==> config.mk <==
export PLATFORM = sky130hd
export DESIGN_NAME = sbc_top
export DESIGN_NICKNAME = d
export VERILOG_FILES = /design/src/hw/sbc_pkg.sv /design/src/hw/sbc_ctrl_if.sv /design/src/hw/sbc_line.sv /design/src/hw/sbc_regs.sv /design/src/hw/sbc_top.sv
export SDC_FILE = /design/constraint.sdc
export NUM_CORES = 1
export LEC_CHECK = 0
export ABC_CLOCK_PERIOD_IN_PS = 1850
export BUFFER_PORTS_ARGS = -buffer_cell sky130_fd_sc_hd__buf_2
export CAP_MARGIN = 20
export CORE_ASPECT_RATIO = 1.2
export CORE_MARGIN = 5
export CORE_UTILIZATION = 49
export DETAILED_ROUTE_END_ITERATION = 7
export HOLD_SLACK_MARGIN = 0.1
export MAX_ROUTING_LAYER = met4
export PLACE_DENSITY = 0.77
export SLEW_MARGIN = 30
export SYNTH_ARGS = -nofsm -noshare
export SYNTH_HDL_FRONTEND = slang
export SYNTH_SLANG_ARGS = --single-unit
==> constraint.sdc <==
create_clock -name i_clock -period 1.85 [get_ports i_clock]
set_clock_uncertainty 0.1 [all_clocks]
set_input_delay 0.37 -clock i_clock [delete_from_list [all_inputs] [get_ports i_clock]]
set_output_delay 0.37 -clock i_clock [all_outputs]
set_load 0.02 [all_outputs]
==> src/hw/sbc_pkg.sv <==
// sbc_pkg: shared constants for the serial baud control register block
// assumes: single 40 MHz clock domain, plain register port with 8-bit data
package sbc_pkg;
  localparam int unsigned ADDR_W = 2;
  localparam int unsigned DATA_W = 8;
  // register map
  localparam logic [1:0] ADDR_BAUD_CTRL = 2'h0;
  localparam logic [1:0] ADDR_IRQ_STAT  = 2'h1;
  localparam logic [1:0] ADDR_IRQ_MASK  = 2'h2;
  // baud_rate_control fields
  localparam int unsigned BIT_ABD_OVF  = 7;
  localparam int unsigned BIT_RX_IDLE  = 6;
  localparam int unsigned BIT_POLARITY = 4;
  localparam int unsigned BIT_WIDE_BRG = 3;
  localparam int unsigned BIT_WAKE_EN  = 1;
  localparam int unsigned BIT_ABD_EN   = 0;
  localparam logic [7:0] CTRL_WR_MASK  = 8'h1B;
  localparam logic [7:0] CTRL_RESET    = 8'h40;
  // interrupt status fields
  localparam int unsigned IRQ_W        = 3;
  localparam int unsigned IRQ_RX_WAKE  = 0;
  localparam int unsigned IRQ_ABD_DONE = 1;
  localparam int unsigned IRQ_ABD_OVF  = 2;
  localparam logic [2:0] IRQ_ZERO      = 3'h0;
  localparam logic [7:0] BYTE_ZERO     = 8'h00;
  typedef enum logic [1:0] { SBC_RX_IDLE, SBC_RX_BUSY, SBC_RX_WAKE } sbc_rx_state_t;
endpackage

==> src/hw/sbc_ctrl_if.sv <==
// sbc_ctrl_if: control bits and events between the register file and line logic
// assumes: both ends on i_clock
`timescale 1ns/1ps
interface sbc_ctrl_if;
  logic sync_mode;
  logic polarity;
  logic wake_en;
  logic abd_en;
  logic rx_idle;
  logic wake_seen;
  logic abd_done;
  logic abd_ovf;
  modport regs (output sync_mode, output polarity, output wake_en, output abd_en,
                input rx_idle, input wake_seen, input abd_done, input abd_ovf);
  modport line (input sync_mode, input polarity, input wake_en, input abd_en,
                output rx_idle, output wake_seen, output abd_done, output abd_ovf);
endinterface

==> src/hw/sbc_line.sv <==
// sbc_line: receive-line watcher and transmit/clock pin polarity
// assumes: rx and status inputs synchronous to i_clock
`timescale 1ns/1ps
module sbc_line
  import sbc_pkg::*;
(
  // clock and reset
  input  wire logic i_clock,
  input  wire logic i_resetn,
  // control
  sbc_ctrl_if.line  ctl,
  // pins and status
  input  wire logic i_rx,
  input  wire logic i_rx_done,
  input  wire logic i_abd_timer_ovf,
  input  wire logic i_abd_complete,
  input  wire logic i_tx_data,
  input  wire logic i_sclk,
  output logic      o_tx_clock_pin,
  output logic      o_sample_edge
);
  sbc_rx_state_t state_ff;
  logic          rx_prev_ff;
  logic          sclk_prev_ff;
  logic          fall;

  assign fall = rx_prev_ff & ~i_rx;

  always_ff @(posedge i_clock or negedge i_resetn)
    if (!i_resetn)
      rx_prev_ff <= 1'b1;
    else
      rx_prev_ff <= i_rx;

  always_ff @(posedge i_clock or negedge i_resetn)
    if (!i_resetn)
      sclk_prev_ff <= 1'b0;
    else
      sclk_prev_ff <= i_sclk;

  always_ff @(posedge i_clock or negedge i_resetn)
    if (!i_resetn)
      state_ff <= SBC_RX_IDLE;
    else
    begin
      unique case (state_ff)
        SBC_RX_IDLE:
          if (ctl.wake_en && !ctl.sync_mode)
            state_ff <= SBC_RX_WAKE;
          else if (fall)
            state_ff <= SBC_RX_BUSY;
        SBC_RX_BUSY:
          if (i_rx_done)
            state_ff <= SBC_RX_IDLE;
        SBC_RX_WAKE:
          // no character is assembled while waiting for the wake edge
          if (fall || !ctl.wake_en)
            state_ff <= SBC_RX_IDLE;
      endcase
    end

  assign ctl.rx_idle   = (state_ff != SBC_RX_BUSY);
  assign ctl.wake_seen = (state_ff == SBC_RX_WAKE) && fall;
  assign ctl.abd_done  = i_abd_complete && !ctl.sync_mode;
  assign ctl.abd_ovf   = i_abd_timer_ovf && !ctl.sync_mode;

  // async mode: optional inversion of transmit data
  always_ff @(posedge i_clock or negedge i_resetn)
    if (!i_resetn)
      o_tx_clock_pin <= 1'b1;
    else
      o_tx_clock_pin <= ctl.sync_mode ? i_sclk : (i_tx_data ^ ctl.polarity);

  // sync mode: pick rising or falling serial clock edge for data
  always_ff @(posedge i_clock or negedge i_resetn)
    if (!i_resetn)
      o_sample_edge <= 1'b0;
    else
      o_sample_edge <= ctl.sync_mode &&
        (ctl.polarity ? (i_sclk & ~sclk_prev_ff)
                      : (~i_sclk & sclk_prev_ff));

  ovf_gated_a: assert property (@(posedge i_clock) disable iff (!i_resetn)
    ctl.sync_mode |-> !ctl.abd_ovf) else $error("overflow seen in sync mode");
  idle_busy_a: assert property (@(posedge i_clock) disable iff (!i_resetn)
    (state_ff == SBC_RX_IDLE && !(ctl.wake_en && !ctl.sync_mode) && fall)
      |=> !ctl.rx_idle) else $error("start bit did not clear idle");
  tx_invert_a: assert property (@(posedge i_clock) disable iff (!i_resetn)
    !ctl.sync_mode |=> o_tx_clock_pin == ($past(i_tx_data) ^ $past(ctl.polarity)))
    else $error("transmit polarity wrong");
  rise_edge_a: assert property (@(posedge i_clock) disable iff (!i_resetn)
    (ctl.sync_mode && ctl.polarity && $rose(i_sclk)) |=> o_sample_edge)
    else $error("rising edge missed");
  // pulse on a falling edge only, never on a rising one
  fall_edge_a: assert property (@(posedge i_clock) disable iff (!i_resetn)
    (ctl.sync_mode && !ctl.polarity && $changed(i_sclk))
      |=> (o_sample_edge == !$past(i_sclk)))
    else $error("falling edge choice wrong");
  // waiting for the wake edge must never turn into a reception
  wake_nochar_a: assert property (@(posedge i_clock) disable iff (!i_resetn)
    (state_ff == SBC_RX_WAKE) |=> ctl.rx_idle) else $error("reception while waiting wake");
endmodule

==> src/hw/sbc_regs.sv <==
// sbc_regs: baud rate control register, interrupt status and mask
// assumes: read data returned one cycle after the read strobe, no wait states
`timescale 1ns/1ps
module sbc_regs
  import sbc_pkg::*;
(
  // clock and reset
  input  wire logic              i_clock,
  input  wire logic              i_resetn,
  // register port
  input  wire logic [ADDR_W-1:0] i_addr,
  input  wire logic [DATA_W-1:0] i_wdata,
  input  wire logic              i_wr,
  input  wire logic              i_rd,
  output logic      [DATA_W-1:0] o_rdata,
  // mode and control
  input  wire logic              i_sync_mode,
  sbc_ctrl_if.regs               ctl,
  output logic                   o_wide_brg,
  output logic                   o_rx_wake_flag,
  output logic                   o_irq
);
  logic [DATA_W-1:0] ctrl_ff;
  logic [IRQ_W-1:0]  stat_ff;
  logic [IRQ_W-1:0]  mask_ff;
  logic [IRQ_W-1:0]  events;
  logic              wr_ctrl;
  logic              ovf_ff;

  function automatic logic hit(input logic [ADDR_W-1:0] a, input logic [ADDR_W-1:0] r);
    hit = (a == r);
  endfunction

  assign wr_ctrl = i_wr && hit(i_addr, ADDR_BAUD_CTRL);

  always_ff @(posedge i_clock or negedge i_resetn)
    if (!i_resetn)
      ctrl_ff <= BYTE_ZERO;
    else
    begin
      if (wr_ctrl)
        ctrl_ff <= i_wdata & CTRL_WR_MASK;
      // hardware self-clears win over a same-cycle write
      if (ctl.wake_seen)
        ctrl_ff[BIT_WAKE_EN] <= 1'b0;
      if (ctl.abd_done)
        ctrl_ff[BIT_ABD_EN] <= 1'b0;
    end

  // overflow flag set by the timer and held while auto-baud is armed in async mode; cleared otherwise
  always_ff @(posedge i_clock or negedge i_resetn)
    if (!i_resetn)
      ovf_ff <= 1'b0;
    else if (ctl.abd_ovf)
      ovf_ff <= 1'b1;
    else if (!ctl.abd_en || ctl.sync_mode)
      ovf_ff <= 1'b0;

  assign ctl.sync_mode = i_sync_mode;
  assign ctl.polarity  = ctrl_ff[BIT_POLARITY];
  assign ctl.wake_en   = ctrl_ff[BIT_WAKE_EN];
  assign ctl.abd_en    = ctrl_ff[BIT_ABD_EN];
  assign o_wide_brg    = ctrl_ff[BIT_WIDE_BRG];

  assign events[IRQ_RX_WAKE]  = ctl.wake_seen;
  assign events[IRQ_ABD_DONE] = ctl.abd_done;
  assign events[IRQ_ABD_OVF]  = ctl.abd_ovf;

  // a read clears status, but a same-cycle event still sets
  always_ff @(posedge i_clock or negedge i_resetn)
    if (!i_resetn)
      stat_ff <= IRQ_ZERO;
    else if (i_rd && hit(i_addr, ADDR_IRQ_STAT))
      stat_ff <= events;
    else
      stat_ff <= stat_ff | events;

  always_ff @(posedge i_clock or negedge i_resetn)
    if (!i_resetn)
      mask_ff <= IRQ_ZERO;
    else if (i_wr && hit(i_addr, ADDR_IRQ_MASK))
      mask_ff <= i_wdata[IRQ_W-1:0];

  always_ff @(posedge i_clock or negedge i_resetn)
    if (!i_resetn)
      o_rx_wake_flag <= 1'b0;
    else
      o_rx_wake_flag <= ctl.wake_seen;

  always_ff @(posedge i_clock or negedge i_resetn)
    if (!i_resetn)
      o_rdata <= BYTE_ZERO;
    else if (!i_rd)
      o_rdata <= BYTE_ZERO;
    else
      unique case (i_addr)
        ADDR_BAUD_CTRL:
        begin
          o_rdata                <= ctrl_ff & CTRL_WR_MASK;
          o_rdata[BIT_ABD_OVF]   <= ovf_ff;
          o_rdata[BIT_RX_IDLE]   <= ctl.rx_idle;
        end
        ADDR_IRQ_STAT: o_rdata <= {{(DATA_W-IRQ_W){1'b0}}, stat_ff};
        ADDR_IRQ_MASK: o_rdata <= {{(DATA_W-IRQ_W){1'b0}}, mask_ff};
        default:       o_rdata <= BYTE_ZERO;
      endcase

  assign o_irq = |(stat_ff & mask_ff);

  unimpl_zero_a: assert property (@(posedge i_clock) disable iff (!i_resetn)
    (i_rd && hit(i_addr, ADDR_BAUD_CTRL)) |=> (o_rdata[5] == 1'b0 && o_rdata[2] == 1'b0))
    else $error("unimplemented bit read as one");
  abd_clear_a: assert property (@(posedge i_clock) disable iff (!i_resetn)
    ctl.abd_done |=> !ctrl_ff[BIT_ABD_EN]) else $error("autobaud enable did not clear");
  wake_clear_a: assert property (@(posedge i_clock) disable iff (!i_resetn)
    ctl.wake_seen |=> (!ctrl_ff[BIT_WAKE_EN] && o_rx_wake_flag))
    else $error("wake enable did not clear or flag not set");
  width_sel_a: assert property (@(posedge i_clock) disable iff (!i_resetn)
    (wr_ctrl) |=> o_wide_brg == $past(i_wdata[BIT_WIDE_BRG]))
    else $error("generator width select wrong");
  // flag must survive until a read two cycles on, while auto-baud stays armed
  ovf_read_a: assert property (@(posedge i_clock) disable iff (!i_resetn)
    (ctl.abd_ovf ##1 (ctl.abd_en && !ctl.sync_mode)
      ##1 (i_rd && hit(i_addr, ADDR_BAUD_CTRL))) |=> o_rdata[BIT_ABD_OVF])
    else $error("overflow flag not visible");
endmodule

==> src/hw/sbc_top.sv <==
// sbc_top: serial port baud rate control and status register block
// assumes: one 40 MHz clock, inputs synchronous, register port without wait
`timescale 1ns/1ps
module sbc_top
  import sbc_pkg::*;
(
  // clock and reset
  input  wire logic              i_clock,
  input  wire logic              i_resetn,
  // register port
  input  wire logic [ADDR_W-1:0] i_addr,
  input  wire logic [DATA_W-1:0] i_wdata,
  input  wire logic              i_wr,
  input  wire logic              i_rd,
  output logic      [DATA_W-1:0] o_rdata,
  // serial side
  input  wire logic              i_sync_mode,
  input  wire logic              i_rx,
  input  wire logic              i_rx_done,
  input  wire logic              i_abd_timer_ovf,
  input  wire logic              i_abd_complete,
  input  wire logic              i_tx_data,
  input  wire logic              i_sclk,
  output logic                   o_transmit_clock_pin,
  output logic                   o_sample_edge,
  output logic                   o_wide_baud_generator_select,
  output logic                   o_receive_interrupt_flag,
  output logic                   o_irq
);
  sbc_ctrl_if ctl ();

  sbc_regs u_regs (
    .i_clock        (i_clock),
    .i_resetn       (i_resetn),
    .i_addr         (i_addr),
    .i_wdata        (i_wdata),
    .i_wr           (i_wr),
    .i_rd           (i_rd),
    .o_rdata        (o_rdata),
    .i_sync_mode    (i_sync_mode),
    .ctl            (ctl),
    .o_wide_brg     (o_wide_baud_generator_select),
    .o_rx_wake_flag (o_receive_interrupt_flag),
    .o_irq          (o_irq)
  );

  sbc_line u_line (
    .i_clock         (i_clock),
    .i_resetn        (i_resetn),
    .ctl             (ctl),
    .i_rx            (i_rx),
    .i_rx_done       (i_rx_done),
    .i_abd_timer_ovf (i_abd_timer_ovf),
    .i_abd_complete  (i_abd_complete),
    .i_tx_data       (i_tx_data),
    .i_sclk          (i_sclk),
    .o_tx_clock_pin  (o_transmit_clock_pin),
    .o_sample_edge   (o_sample_edge)
  );
endmodule

==> Word level (Yosys, flattened, before mapping) <==
Index checks and enable logic that the tools add are counted.
{ "totals": {"input_bits": 21, "word_cells": 65, "out_inout_bits": 13, "register_bits": 26} }
{ "op_classes": {"bitwise": 9, "n_mux": 15, "n_reduce_logical": 20, "eq_ne": 8} }
{ "ops": {"columns": ["operator", "count"], "rows": [
  ["8-bit case mux with 3 select lines", 1],
  ["2-bit 2-to-1 mux", 5],
  ["1-bit logical AND", 8],
  ["8-bit 2-to-1 mux", 1],
  ["1-bit 2-to-1 mux", 6],
  ["2-bit case mux with 3 select lines", 1],
  ["2-bit nonzero test", 3],
  ["2-bit by 1-bit equality test with 1-bit output (second input constant)", 2],
  ["2-bit equality test (second input constant)", 2],
  ["2-bit logical NOT", 2],
  ["2-bit by 1-bit inequality test with 1-bit output (second input constant)", 2],
  ["1-bit bitwise AND", 3],
  ["3-bit bitwise AND", 1],
  ["1-bit logical NOT", 3],
  ["3-bit 2-to-1 mux", 1],
  ["3-bit by 1-bit inequality test with 1-bit output (second input constant)", 1],
  ["1-bit inverter", 3],
  ["3-bit OR", 1],
  ["3-bit AND reduction", 1],
  ["3-bit OR reduction", 1],
  ["1-bit logical OR", 2],
  ["2-bit inequality test (second input constant)", 1],
  ["1-bit bitwise XOR", 1]
]} }

==> Logic depth before layout (Yosys ltp) <==
Gate-level depths: netlist (run 1).
{ "logic_depth": {"ltp_word": 5, "ltp_mapped": 5, "mapped_depth_nobuf": 5} }

==> Hierarchy <==
Synthesis (run 1) repeated with hierarchy kept, for this count alone.
{ "hier_totals": {"cells_unflattened": 94, "area_unflattened_um2": 1136.1} }
{ "modules_own_cells": {"columns": ["mod", "seq_area_each_um2", "cells_per_inst", "area_per_inst_um2", "instances"], "rows": [
  ["sbc_regs", 475.5, 59, 789.5, 1],
  ["sbc_line", 152.6, 35, 346.6, 1]
]} }

==> Worst setup path after synthesis (run 1) <==
OpenSTA, ideal clock, no wires.
{ "synth_path": {"path_type": "reg-to-reg", "start": "register u_line.state_ff[0]", "end": "register u_line.state_ff[0]", "stages_incl_launch_ff": 5, "setup_ns": 0.136, "arrival_time_ns": 1.085, "slack_ns": 0.529, "n_path_buf": 0, "required_time_ns": 1.614, "period_less_slack_ns": 1.321, "cell_sequence": "dfrtp_1 > ha_1 > nor2b_1 > a221oi_1 > o21ai_0"} }
{ "synth_between": {"elab_chain_len": 3, "word_cells_on_any_way": 8, "classes_between": "eq/ne (5); mux (1); reduce/logical (2)"} }
{ "synth_lines": {"columns": ["item", "line", "source"], "rows": [
  ["from (decl)", "sbc_line.sv:22", "sbc_rx_state_t state_ff;"],
  ["from (signal assigned)", "sbc_line.sv:43", "state_ff <= SBC_RX_IDLE;"],
  ["from (signal assigned)", "sbc_line.sv:49", "state_ff <= SBC_RX_WAKE;"],
  ["from (signal assigned)", "sbc_line.sv:51", "state_ff <= SBC_RX_BUSY;"],
  ["2-bit equality test (tied with other cells)", "sbc_line.sv:46", "unique case (state_ff)"],
  ["2-bit by 1-bit inequality test with 1-bit output (no line) (tied with other cells)", null, null],
  ["3-bit AND reduction (no line)", null, null]
]} }
Parallel ways exist; a longest one is shown, timed or not.
A chain may end at the register's enable or synchronous reset.

==> Final worst setup path (run 1) <==
{ "layout_path": {"start": "register u_regs.stat_ff[2]", "end": "output o_irq"} }
{ "layout_between": {"elab_chain_len": 2} }
{ "layout_lines": {"columns": ["item", "line", "source"], "rows": [
  ["from (decl)", "sbc_regs.sv:24", "logic [IRQ_W-1:0] stat_ff;"],
  ["from (signal assigned)", "sbc_regs.sv:74", "stat_ff <= events;"],
  ["from (signal assigned)", "sbc_regs.sv:76", "stat_ff <= stat_ff | events;"],
  ["3-bit bitwise AND", "sbc_regs.sv:108", "assign o_irq = |(stat_ff & mask_ff);"],
  ["3-bit OR reduction", "sbc_regs.sv:108", null],
  ["to (decl)", "sbc_top.sv:28", "output logic o_irq"]
]} }
Every way passes these cells.

==> flow_metrics.py, run 1 <==
metrics = {
    "finish": {
        "fin_nets": 155,
        "multi_input_area_sq_um": 458,
        "diodes": 0,
        "nFillCells": 221,
        "layout-drive-gt1-share": 0.338,
        "fin_util": 0.606,
        "seqCellArea_sq_um": 628,
        "instances_no_fill": 161,
        "synthToLayoutAreaGrowth_pct": 20.5,
    },
    "timing": {
        "finalSetupTns_ns": 0,
        "rsz0062_at_grt": "true",
        "fin_crit_ns": 1.78,
        "worstMarginPinSlew_ns": 0.538,
        "slew-limit-headroom": 0.642,
        "setup_viol": 0,
        "period_share": 0.963,
        "hold_ws_ns": 0.176,
        "final_max_slew_viol_count": 0,
        "hold_viol": 0,
        "fmax_ghz": 0.561,
    },
    "critical_path": {
        "cp-end-kind": "output port",
        "r2r-end": "u_line.state_ff[0]",
        "cp.required_ns": 1.38,
        "cp_data_arrival_time_ns": 1.31,
        "crit_fanout": 3,
        "path_cells": "a222oi_1 > inv_1 > buf_2",
        "max_stage_delay_ns": 0.43,
        "cp_slowest_cell": "dfrtp_1",
        "timing.rr.start": "u_line.state_ff[1]",
        "reg2regPathDepth": 5,
        "rrSetupSlack_ns": 0.35,
        "setup.worst_path.start_class": "register",
        "critPathKind": "register to output port",
    },
    "drt": {
        "dr.pass1.iters": 4,
        "num_vias": 797,
        "via_per_inst": 4.95,
        "drc": 0,
        "wire_per_inst_um": 13.0,
        "ant_nets": 0,
        "drtIter0Drc": 19,
        "postRouteWirelength_um": 2100,
    },
    "clock_network": {
        "htree_num_levels": 1,
        "cts-buffers-inserted": 3,
        "clkSinkCount": 25,
        "clkTransAtPathRegs_ns": 0.13,
        "root_buffer": "clkbuf_4",
        "clkLatencyLatePin_ns": 0.31,
        "ctsLongestPathBuffers": 2,
        "cts_tree": "done",
    },
    "die": {
        "row_count": 19,
        "die_w_um": 53.7,
        "initial_utilization": 0.503,
        "chipHeight_um": 62.5,
        "io_pins": 34,
        "die-area_sq_um": 3350,
        "core_area_sq_um": 2230,
    },
    "logic_synthesis": {
        "synth_area_sq_um": 1120,
        "synth_edf_count": 0,
        "ys.flop_type": "dfrtp_1",
        "ys_ff_latch": 25,
        "yosys-top-cells-area": "dfrtp_1 51%, mux2_2 5.0%, dfstp_2 4.7%, mux2i_1 3.6%, ha_1 3.3%",
        "synth_top_cells_by_count": "23 x dfrtp_1, 7 x nand2_1, 6 x nor2_1",
        "synth.distinct_cells": 30,
        "async_flop_share": 1.00,
        "synth_top_area_share": 0.512,
        "ys_seq_area_frac": 0.559,
        "syn_inst": 95,
        "syn-num-nets": 119,
        "postSynthAreaPerCell_sq_um": 11.8,
        "synth_top_area_cell": "dfrtp_1",
        "synth_warnings": 0,
        "synthMostInstantiatedCell": "dfrtp_1",
    },
    "min_path": {
        "min_from": "i_wdata[3]",
        "holdPathStages": 2,
        "hold_end": "u_regs.ctrl_ff[3]",
        "hold_class": "input pin to register",
    },
    "placed_design": {
        "hpwl_um": 1670,
        "gp_congestion": 0.781,
        "placed_cells": 153,
        "io_buffer_count": 29,
    },
    "global_routing": {
        "gr-total-overflow": 0,
        "grt_antenna_before_repair": 0,
        "grt_pass1_vias": 832,
        "grt_max_degree": 26,
        "track_usage": 0.155,
        "grt_pass1_wl_um": 3720,
    },
    "status": {
        "status": "completed",
    },
    "power_and_ir_drop": {
        "powerDensity_nw_per_um2": 997,
        "ir_worst_vdd_mv": 0.805,
        "p_leak_uw": 0.000688,
    },
    "run": {
        "maxCapViolations": 0,
    },
}
cell type report:
class	count	area share
clock buffers	3	0.0166
clock inverters	1	0.00370
inverters	5	0.0139
multi-input cells	63	0.338
flip-flops and latches	25	0.464
well taps	31	0.0287
repair buffers	33	0.135
worst max-delay path by stage:
stage | start | depth (start not counted) | endpoint
finish | u_regs.stat_ff[2] | 3 | o_irq
global route | u_regs.stat_ff[2] | 3 | o_irq
CTS | u_regs.stat_ff[2] | 3 | o_irq
detailed placement | u_line.state_ff[1] | 5 | u_line.state_ff[0]
global placement | i_addr[0] | 3 | u_regs.ctrl_ff[4]
floorplan | u_line.state_ff[0] | 4 | u_line.state_ff[0]
cell usage in the layout (no fill, tap or decap), drive strengths merged, types with 2 or more instances in the layout:
master	Yosys	layout
buf	2	30
dfrtp	23	23
nand2	7	7
nor2	6	6
inv	5	5
o21ai	5	5
mux2	5	5
nand3b	4	4
a21boi	4	4
mux2i	4	4
and3	3	3
nor2b	3	3
ha	3	3
clkbuf	0	3
dlygate4sd3	0	3
nand2b	3	3
or2	2	2
a21o	2	2
a21oi	2	2
dfstp	2	2
power by group:
part | total, uW | leakage, uW | internal [uW] | switching, uW
registers | 708 | 0.000313 | 637 | 70.5
clock network | 235 | 0.0000177 | 80.8 | 154
logic | 407 | 0.000358 | 193 | 214
total | 1350 | 0.000688 | 911 | 439
logic make-up (layout without fill, tap and decap cells):
family          after synthesis  in the layout  synth area share
simple gates                 31             31             0.168
flops                        25             25             0.559
compound gates               18             18             0.109
mux                           9              9            0.0857
buf+inv                       7             42            0.0334
fa+ha+maj                     3              3            0.0334
other cells                   1              1           0.00334
xor+xnor                      1              1           0.00780
state kept, by name (all words and copies together) (netlist names):
name and cells:
u_line.rx_prev_ff 1, u_regs.o_rdata 7, u_regs.ovf_ff 1, u_line.state_ff 2
u_regs.mask_ff 3, u_line.o_sample_edge 1, u_line.sclk_prev_ff 1, u_regs.o_rx_wake_flag 1
u_regs.ctrl_ff 4, u_regs.stat_ff 3, u_line.o_tx_clock_pin 1
routing by layer:
layer  global-route usage  vias to the layer above  share of wire
met4               0.0671                        0          0.021
li1                     -                      394              -
met3               0.0286                        5          0.040
met2                0.253                       17           0.55
met1                0.178                      381           0.39
met5                    -                        -              0
critical path, delay by kind of cell (launching register included):
kind | cells | cell delay (ns)
buf+inv | 2 | 0.22
compound gates | 1 | 0.35
flops | 1 | 0.43
stage by stage:
stage          instance area, sq um  setup WS [ns]  power, uW
5_1_grt                        1350        -0.0567       1460
6_report                       1350         0.0683       1350
4_1_cts                        1350         0.0221       1370
3_3_place_gp                   1290          0.385       1090
3_5_place_dp                   1290          0.335       1130
2_1_floorplan                  1120          0.529        995
repair_timing:
action                                 in CTS  in global routing
resized for setup                           0                  0
setup buffers                               0                  1
hold buffers                                3                  0
endpoints found under the hold margin      25                  0
setup endpoints to repair                   0                  1
No activity file was read; power rests on OpenSTA's default activity.
==> run 2, diff against run 1 <==
Settings changed: ABC_AREA from default to 1.
==> flow_metrics.py, run 2 <==
metrics = {
    "critical_path": {
        "max_stage_delay_ns": 0.42,
        "cp_data_arrival_time_ns": 1.03,
        "cp-end-kind": "output port",
        "critPathTopFamily": "flip-flops",
        "crit_fanout": 3,
        "setup.worst_path.start_class": "register",
        "cp_slowest_cell": "dfrtp_1",
        "path_cells": "nand2_1 > nand3_1 > buf_2",
        "cp_num_buf_inv": 1,
        "critPathKind": "register to output port",
        "cp.required_ns": 1.38,
    },
    "die": {
        "die_w_um": 53.2,
        "row_count": 18,
        "core_area_sq_um": 2090,
        "die-area_sq_um": 3290,
        "chipHeight_um": 61.9,
        "initial_utilization": 0.524,
        "io_pins": 34,
    },
    "global_routing": {
        "gr-total-overflow": 0,
        "grt_antenna_before_repair": 0,
        "grt_pass1_wl_um": 3590,
        "grt_pass1_vias": 892,
        "grt_max_degree": 26,
        "track_usage": 0.151,
    },
    "drt": {
        "drc": 0,
        "wire_per_inst_um": 11.4,
        "via_per_inst": 4.71,
        "postRouteWirelength_um": 2130,
        "dr.pass1.iters": 4,
        "drtIter0Drc": 16,
        "num_vias": 880,
        "ant_nets": 0,
    },
    "timing": {
        "slew-limit-headroom": 0.630,
        "finalSetupTns_ns": 0,
        "hold_ws_ns": 0.140,
        "worstMarginPinSlew_ns": 0.555,
        "fin_crit_ns": 1.50,
        "rsz0062_at_grt": "false",
        "setup_viol": 0,
        "final_max_slew_viol_count": 0,
        "hold_viol": 0,
        "period_share": 0.810,
        "fmax_ghz": 0.667,
    },
    "clock_network": {
        "clkLatencyLatePin_ns": 0.31,
        "clkTransAtPathRegs_ns": 0.13,
        "cts-buffers-inserted": 3,
        "clkSinkCount": 25,
        "ctsResizeCount": 0,
        "post-cts-setup-buffer-count": 0,
        "ctsLongestPathBuffers": 2,
        "root_buffer": "clkbuf_4",
        "cts_tree": "done",
        "htree_num_levels": 1,
    },
    "finish": {
        "fin_nets": 182,
        "regMostFlops": "u_regs.o_rdata",
        "synthToLayoutAreaGrowth_pct": 21.2,
        "final_common_cell": "nand2_1",
        "layout-drive-gt1-share": 0.274,
        "diodes": 0,
        "nFillCells": 193,
        "layout.cells.most_common_list": "35 x nand2_1, 29 x buf_2, 23 x dfrtp_1, 15 x inv_1, 12 x nand3_1",
        "final_area_sq_um": 1330,
        "largest_reg_flops": 7,
        "largestRegisters": "u_regs.o_rdata (7), u_regs.ctrl_ff (4)",
    },
    "logic_synthesis": {
        "ys_ff_latch": 25,
        "synth_area_sq_um": 1100,
        "postSynthAreaPerCell_sq_um": 9.00,
        "async_flop_share": 1.00,
        "ys_seq_area_frac": 0.572,
        "syn-num-nets": 146,
        "syn_inst": 122,
        "synth_top_area_cell": "dfrtp_1",
        "synth_top_cells_by_count": "35 x nand2_1, 23 x dfrtp_1, 15 x inv_1",
        "ys.flop_type": "dfrtp_1",
        "yosys-top-cells-area": "dfrtp_1 52%, nand2_1 12%, nand3_1 5.5%, inv_1 5.1%, dfstp_2 4.8%",
        "synth_edf_count": 0,
        "synth_warnings": 0,
        "synth.distinct_cells": 23,
        "synth_top_area_share": 0.524,
        "synthMostInstantiatedCell": "nand2_1",
    },
    "power_and_ir_drop": {
        "power_uw": 1260,
        "p_leak_uw": 0.000737,
        "ir_worst_vdd_mv": 0.548,
        "powerDensity_nw_per_um2": 948,
    },
    "placed_design": {
        "io_buffer_count": 29,
        "gp_congestion": 0.885,
        "dpl_cell_area_sq_um": 1270,
        "hpwl_um": 1670,
    },
    "min_path": {
        "hold_class": "input pin to register",
    },
    "status": {
        "status": "completed",
    },
    "run": {
        "maxCapViolations": 0,
    },
}
## run 2: cells by family after synthesis
logic type,after synthesis,synth area share
flip-flops,25,0.572
buffers and inverters,17,0.0638
AND/OR/NAND/NOR,65,0.265
XOR/XNOR,1,0.00797
AO/OA/AOI/OAI,10,0.0535
adder cells (fa/ha/maj),3,0.0342
other,1,0.00341
## run 2: worst paths after layout
check / start / end / slack, ns / cells past startpoint
setup reg to reg: u_line.state_ff[0] / u_line.state_ff[0] / 0.59 / 5
hold / removal: i_sync_mode / u_line.o_tx_clock_pin / 0.14 / 2
max in group asynchronous: i_resetn / u_line.rx_prev_ff / 0.81 / 2
hold reg to reg: u_regs.ovf_ff / u_regs.o_rdata[7] / 0.42 / 2
setup / recovery: u_regs.stat_ff[0] / o_irq / 0.35 / 3
min in group asynchronous: i_resetn / u_line.o_sample_edge / 0.46 / 2
## run 2: area by class of cell
type | count | area [sq um] | share of cell area
tap | 30 | 37.5 | 0.0282
sequential | 25 | 628 | 0.472
clock inverter | 1 | 5.00 | 0.00376
clock buffer | 3 | 22.5 | 0.0169
multi-input combinational | 80 | 400 | 0.301
timing repair buffer | 32 | 175 | 0.132
inverter | 16 | 62.6 | 0.0470
## run 2: through the flow
step | utilization | instances | setup WS, ns
2_1_floorplan | - | 122 | 0.729
3_3_place_gp | 0.608 | 180 | 0.601
3_5_place_dp | 0.608 | 180 | 0.548
4_1_cts | 0.636 | 187 | 0.340
5_1_grt | 0.636 | 187 | 0.275
6_report | 0.636 | 187 | 0.351
## run 2: worst reg2reg max path, cell delays in order, from the launching register on
cell     delay [ns]
dfrtp_1        0.39
inv_1          0.07
ha_1           0.30
a21oi_1        0.15
nand4_1        0.12
nand2_1        0.08
## run 2: repair_timing
action | 4_1_cts | 5_1_grt
setup endpoints to repair | 0 | 0
hold endpoints to repair | 25 | 0
hold buffers | 3 | 0
## run 2: power breakdown
part           switching (uW)  internal [uW]
combinational             211            133
sequential               56.0            628
clock                     154           80.7
total                     420            842
## run 2: metal layers
metal | GRT usage | up-vias | share of wire | routed length (um)
li1 | - | 453 | - | -
met1 | 0.173 | 400 | 0.42 | 890
met2 | 0.261 | 23 | 0.52 | 1110
met3 | 0.0286 | 4 | 0.044 | 94
met4 | 0.0547 | 0 | 0.013 | 28
met5 | - | - | 0 | 0
==> run 3, diff against run 2 <==
Settings changed: ABC_CLOCK_PERIOD_IN_PS 1850 to 1200, CORE_UTILIZATION 49 to 44, PLACE_DENSITY 0.77 to 0.73.
Clock period 1.85 ns to 1.2 ns, I/O delays scaled along.
==> flow_metrics.py, run 3 (synthesized netlist as in run 2, its figures left out) <==
metrics = {
    "finish": {
        "diodes": 0,
        "nFillCells": 175,
        "instances_no_fill": 207,
        "layout-drive-gt1-share": 0.386,
        "synthToLayoutAreaGrowth_pct": 50.8,
        "fin_util": 0.704,
        "final_common_cell": "nand2_1",
        "fin_nets": 201,
        "largest_reg_flops": 7,
        "regMostFlops": "u_regs.o_rdata",
        "largestRegisters": "u_regs.o_rdata (7), u_regs.ctrl_ff (4)",
        "layout.cells.most_common_list": "33 x nand2_1, 21 x dfrtp_1, 19 x buf_2, 14 x dlygate4sd3_1, 13 x inv_1",
    },
    "drt": {
        "num_vias": 1019,
        "wire_per_inst_um": 13.0,
        "drtIter0Drc": 24,
        "postRouteWirelength_um": 2680,
        "drc": 0,
        "via_per_inst": 4.92,
        "dr.pass1.iters": 4,
        "ant_nets": 0,
    },
    "timing": {
        "setup_viol": 3,
        "worstMarginPinSlew_ns": 0.524,
        "hold_viol": 0,
        "fmax_ghz": 0.716,
        "period_share": 1.16,
        "fin_ws_ns": -0.197,
        "fin_crit_ns": 1.40,
        "hold_ws_ns": 0.149,
        "rsz0062_at_grt": "true",
        "slew-limit-headroom": 0.651,
        "final_max_slew_viol_count": 0,
    },
    "clock_network": {
        "cts_tree": "done",
        "ctsLongestPathBuffers": 2,
        "clkLatencyLatePin_ns": 0.32,
        "clkSinkCount": 25,
        "cts-buffers-inserted": 3,
        "clkTransAtPathRegs_ns": 0.14,
        "htree_num_levels": 1,
        "root_buffer": "clkbuf_4",
    },
    "die": {
        "row_count": 19,
        "die_w_um": 55.6,
        "chipHeight_um": 64.7,
        "core_area_sq_um": 2350,
        "io_pins": 34,
        "initial_utilization": 0.467,
        "die-area_sq_um": 3600,
    },
    "critical_path": {
        "cp-end-kind": "output port",
        "crit_fanout": 2,
        "cp_data_arrival_time_ns": 1.06,
        "setup.worst_path.start_class": "register",
        "cp.required_ns": 0.86,
        "critPathKind": "register to output port",
    },
    "global_routing": {
        "gr-total-overflow": 0,
        "grt_antenna_before_repair": 0,
        "grt_pass1_wl_um": 4260,
        "grt_max_degree": 26,
        "grt_pass1_vias": 1013,
        "track_usage": 0.150,
    },
    "placed_design": {
        "place_ws_ns": -0.0161,
        "hpwl_um": 1680,
        "gp_congestion": 0.813,
        "io_buffer_count": 29,
        "placed_cells": 182,
    },
    "power_and_ir_drop": {
        "powerDensity_nw_per_um2": 1410,
        "p_sw_frac": 0.348,
        "seqPwrFrac": 0.467,
        "power_uw": 2340,
        "power_frac_clock": 0.156,
        "power.internal_uw": 1530,
        "p_leak_uw": 0.000850,
        "ir_worst_vdd_mv": 0.932,
        "power.switching_uw": 814,
        "pwr-share-comb": 0.378,
    },
    "min_path": {
        "hold_class": "input pin to register",
    },
    "status": {
        "status": "finished with violations",
        "violations": "setup timing",
    },
    "run": {
        "maxCapViolations": 0,
    },
}
## run 3: cell count changes in the layout (fill, tap and decap cells not counted), sizes merged
cell,delta
buf,+8
dlygate4sd3,+11
## run 3: final cells by class
| class | count | area, sq um | share of cell area |
|---|---|---|---|
| clock buffers | 3 | 22.5 | 0.0136 |
| clock inverters | 1 | 5.00 | 0.00302 |
| inverters | 16 | 62.6 | 0.0378 |
| well taps | 31 | 38.8 | 0.0234 |
| multi-input cells | 80 | 489 | 0.295 |
| repair buffers | 51 | 408 | 0.246 |
| flip-flops and latches | 25 | 631 | 0.381 |
## run 3: power by group through the flow
stage	registers (uW)	clock network [uW]	logic (uW)
after CTS	1050	383	711
after detailed placement	1070	0	525
after global routing	1100	404	964
after global placement	1060	0	500
final	1090	365	883
after floorplan	1090	0	325
## run 3: critical path, cell delays in order (launching register included)
cell and delay (ns):
dfrtp_1 0.42, nand2_1 0.10, nand3_2 0.08, buf_6 0.13
## run 3: what timing repair did
| item | 4_1_cts | 5_1_grt |
|---|---|---|
| setup endpoints to repair | 6 | 14 |
| hold buffers | 14 | 0 |
| setup buffers | 6 | 1 |
| pin swaps | 3 | 7 |
| resized for setup | 15 | 26 |
| hold endpoints to repair | 38 | 0 |
## run 3: metal layers
metal | up-vias | global-route usage | wire, um
met5 | - | - | 0
met4 | 0 | 0.0699 | 53
met3 | 7 | 0.0238 | 145
met2 | 37 | 0.263 | 1470
met1 | 483 | 0.167 | 1010
li1 | 492 | - | -
## run 3: final timing paths
path / to / depth (start not counted) / start / slack, ns
setup reg to reg: u_line.state_ff[0] / 5 / u_line.state_ff[1] / -0.05
max in group asynchronous: u_line.state_ff[0] / 2 / i_resetn / 0.30
hold / removal: u_regs.o_rx_wake_flag / 4 / i_rx / 0.15
min in group asynchronous: u_regs.ctrl_ff[1] / 2 / i_resetn / 0.31
hold reg to reg: u_regs.o_rdata[7] / 2 / u_regs.ovf_ff / 0.41
setup / recovery: o_irq / 3 / u_regs.mask_ff[1] / -0.20
## run 3: stage by stage
| step | cell area (sq um) | setup TNS [ns] |
|---|---|---|
| 2_1_floorplan | 1100 | 0 |
| 3_3_place_gp | 1280 | 0 |
| 3_5_place_dp | 1280 | -0.0311 |
| 4_1_cts | 1550 | -0.272 |
| 5_1_grt | 1660 | -0.650 |
| 6_report | 1660 | -0.340 |
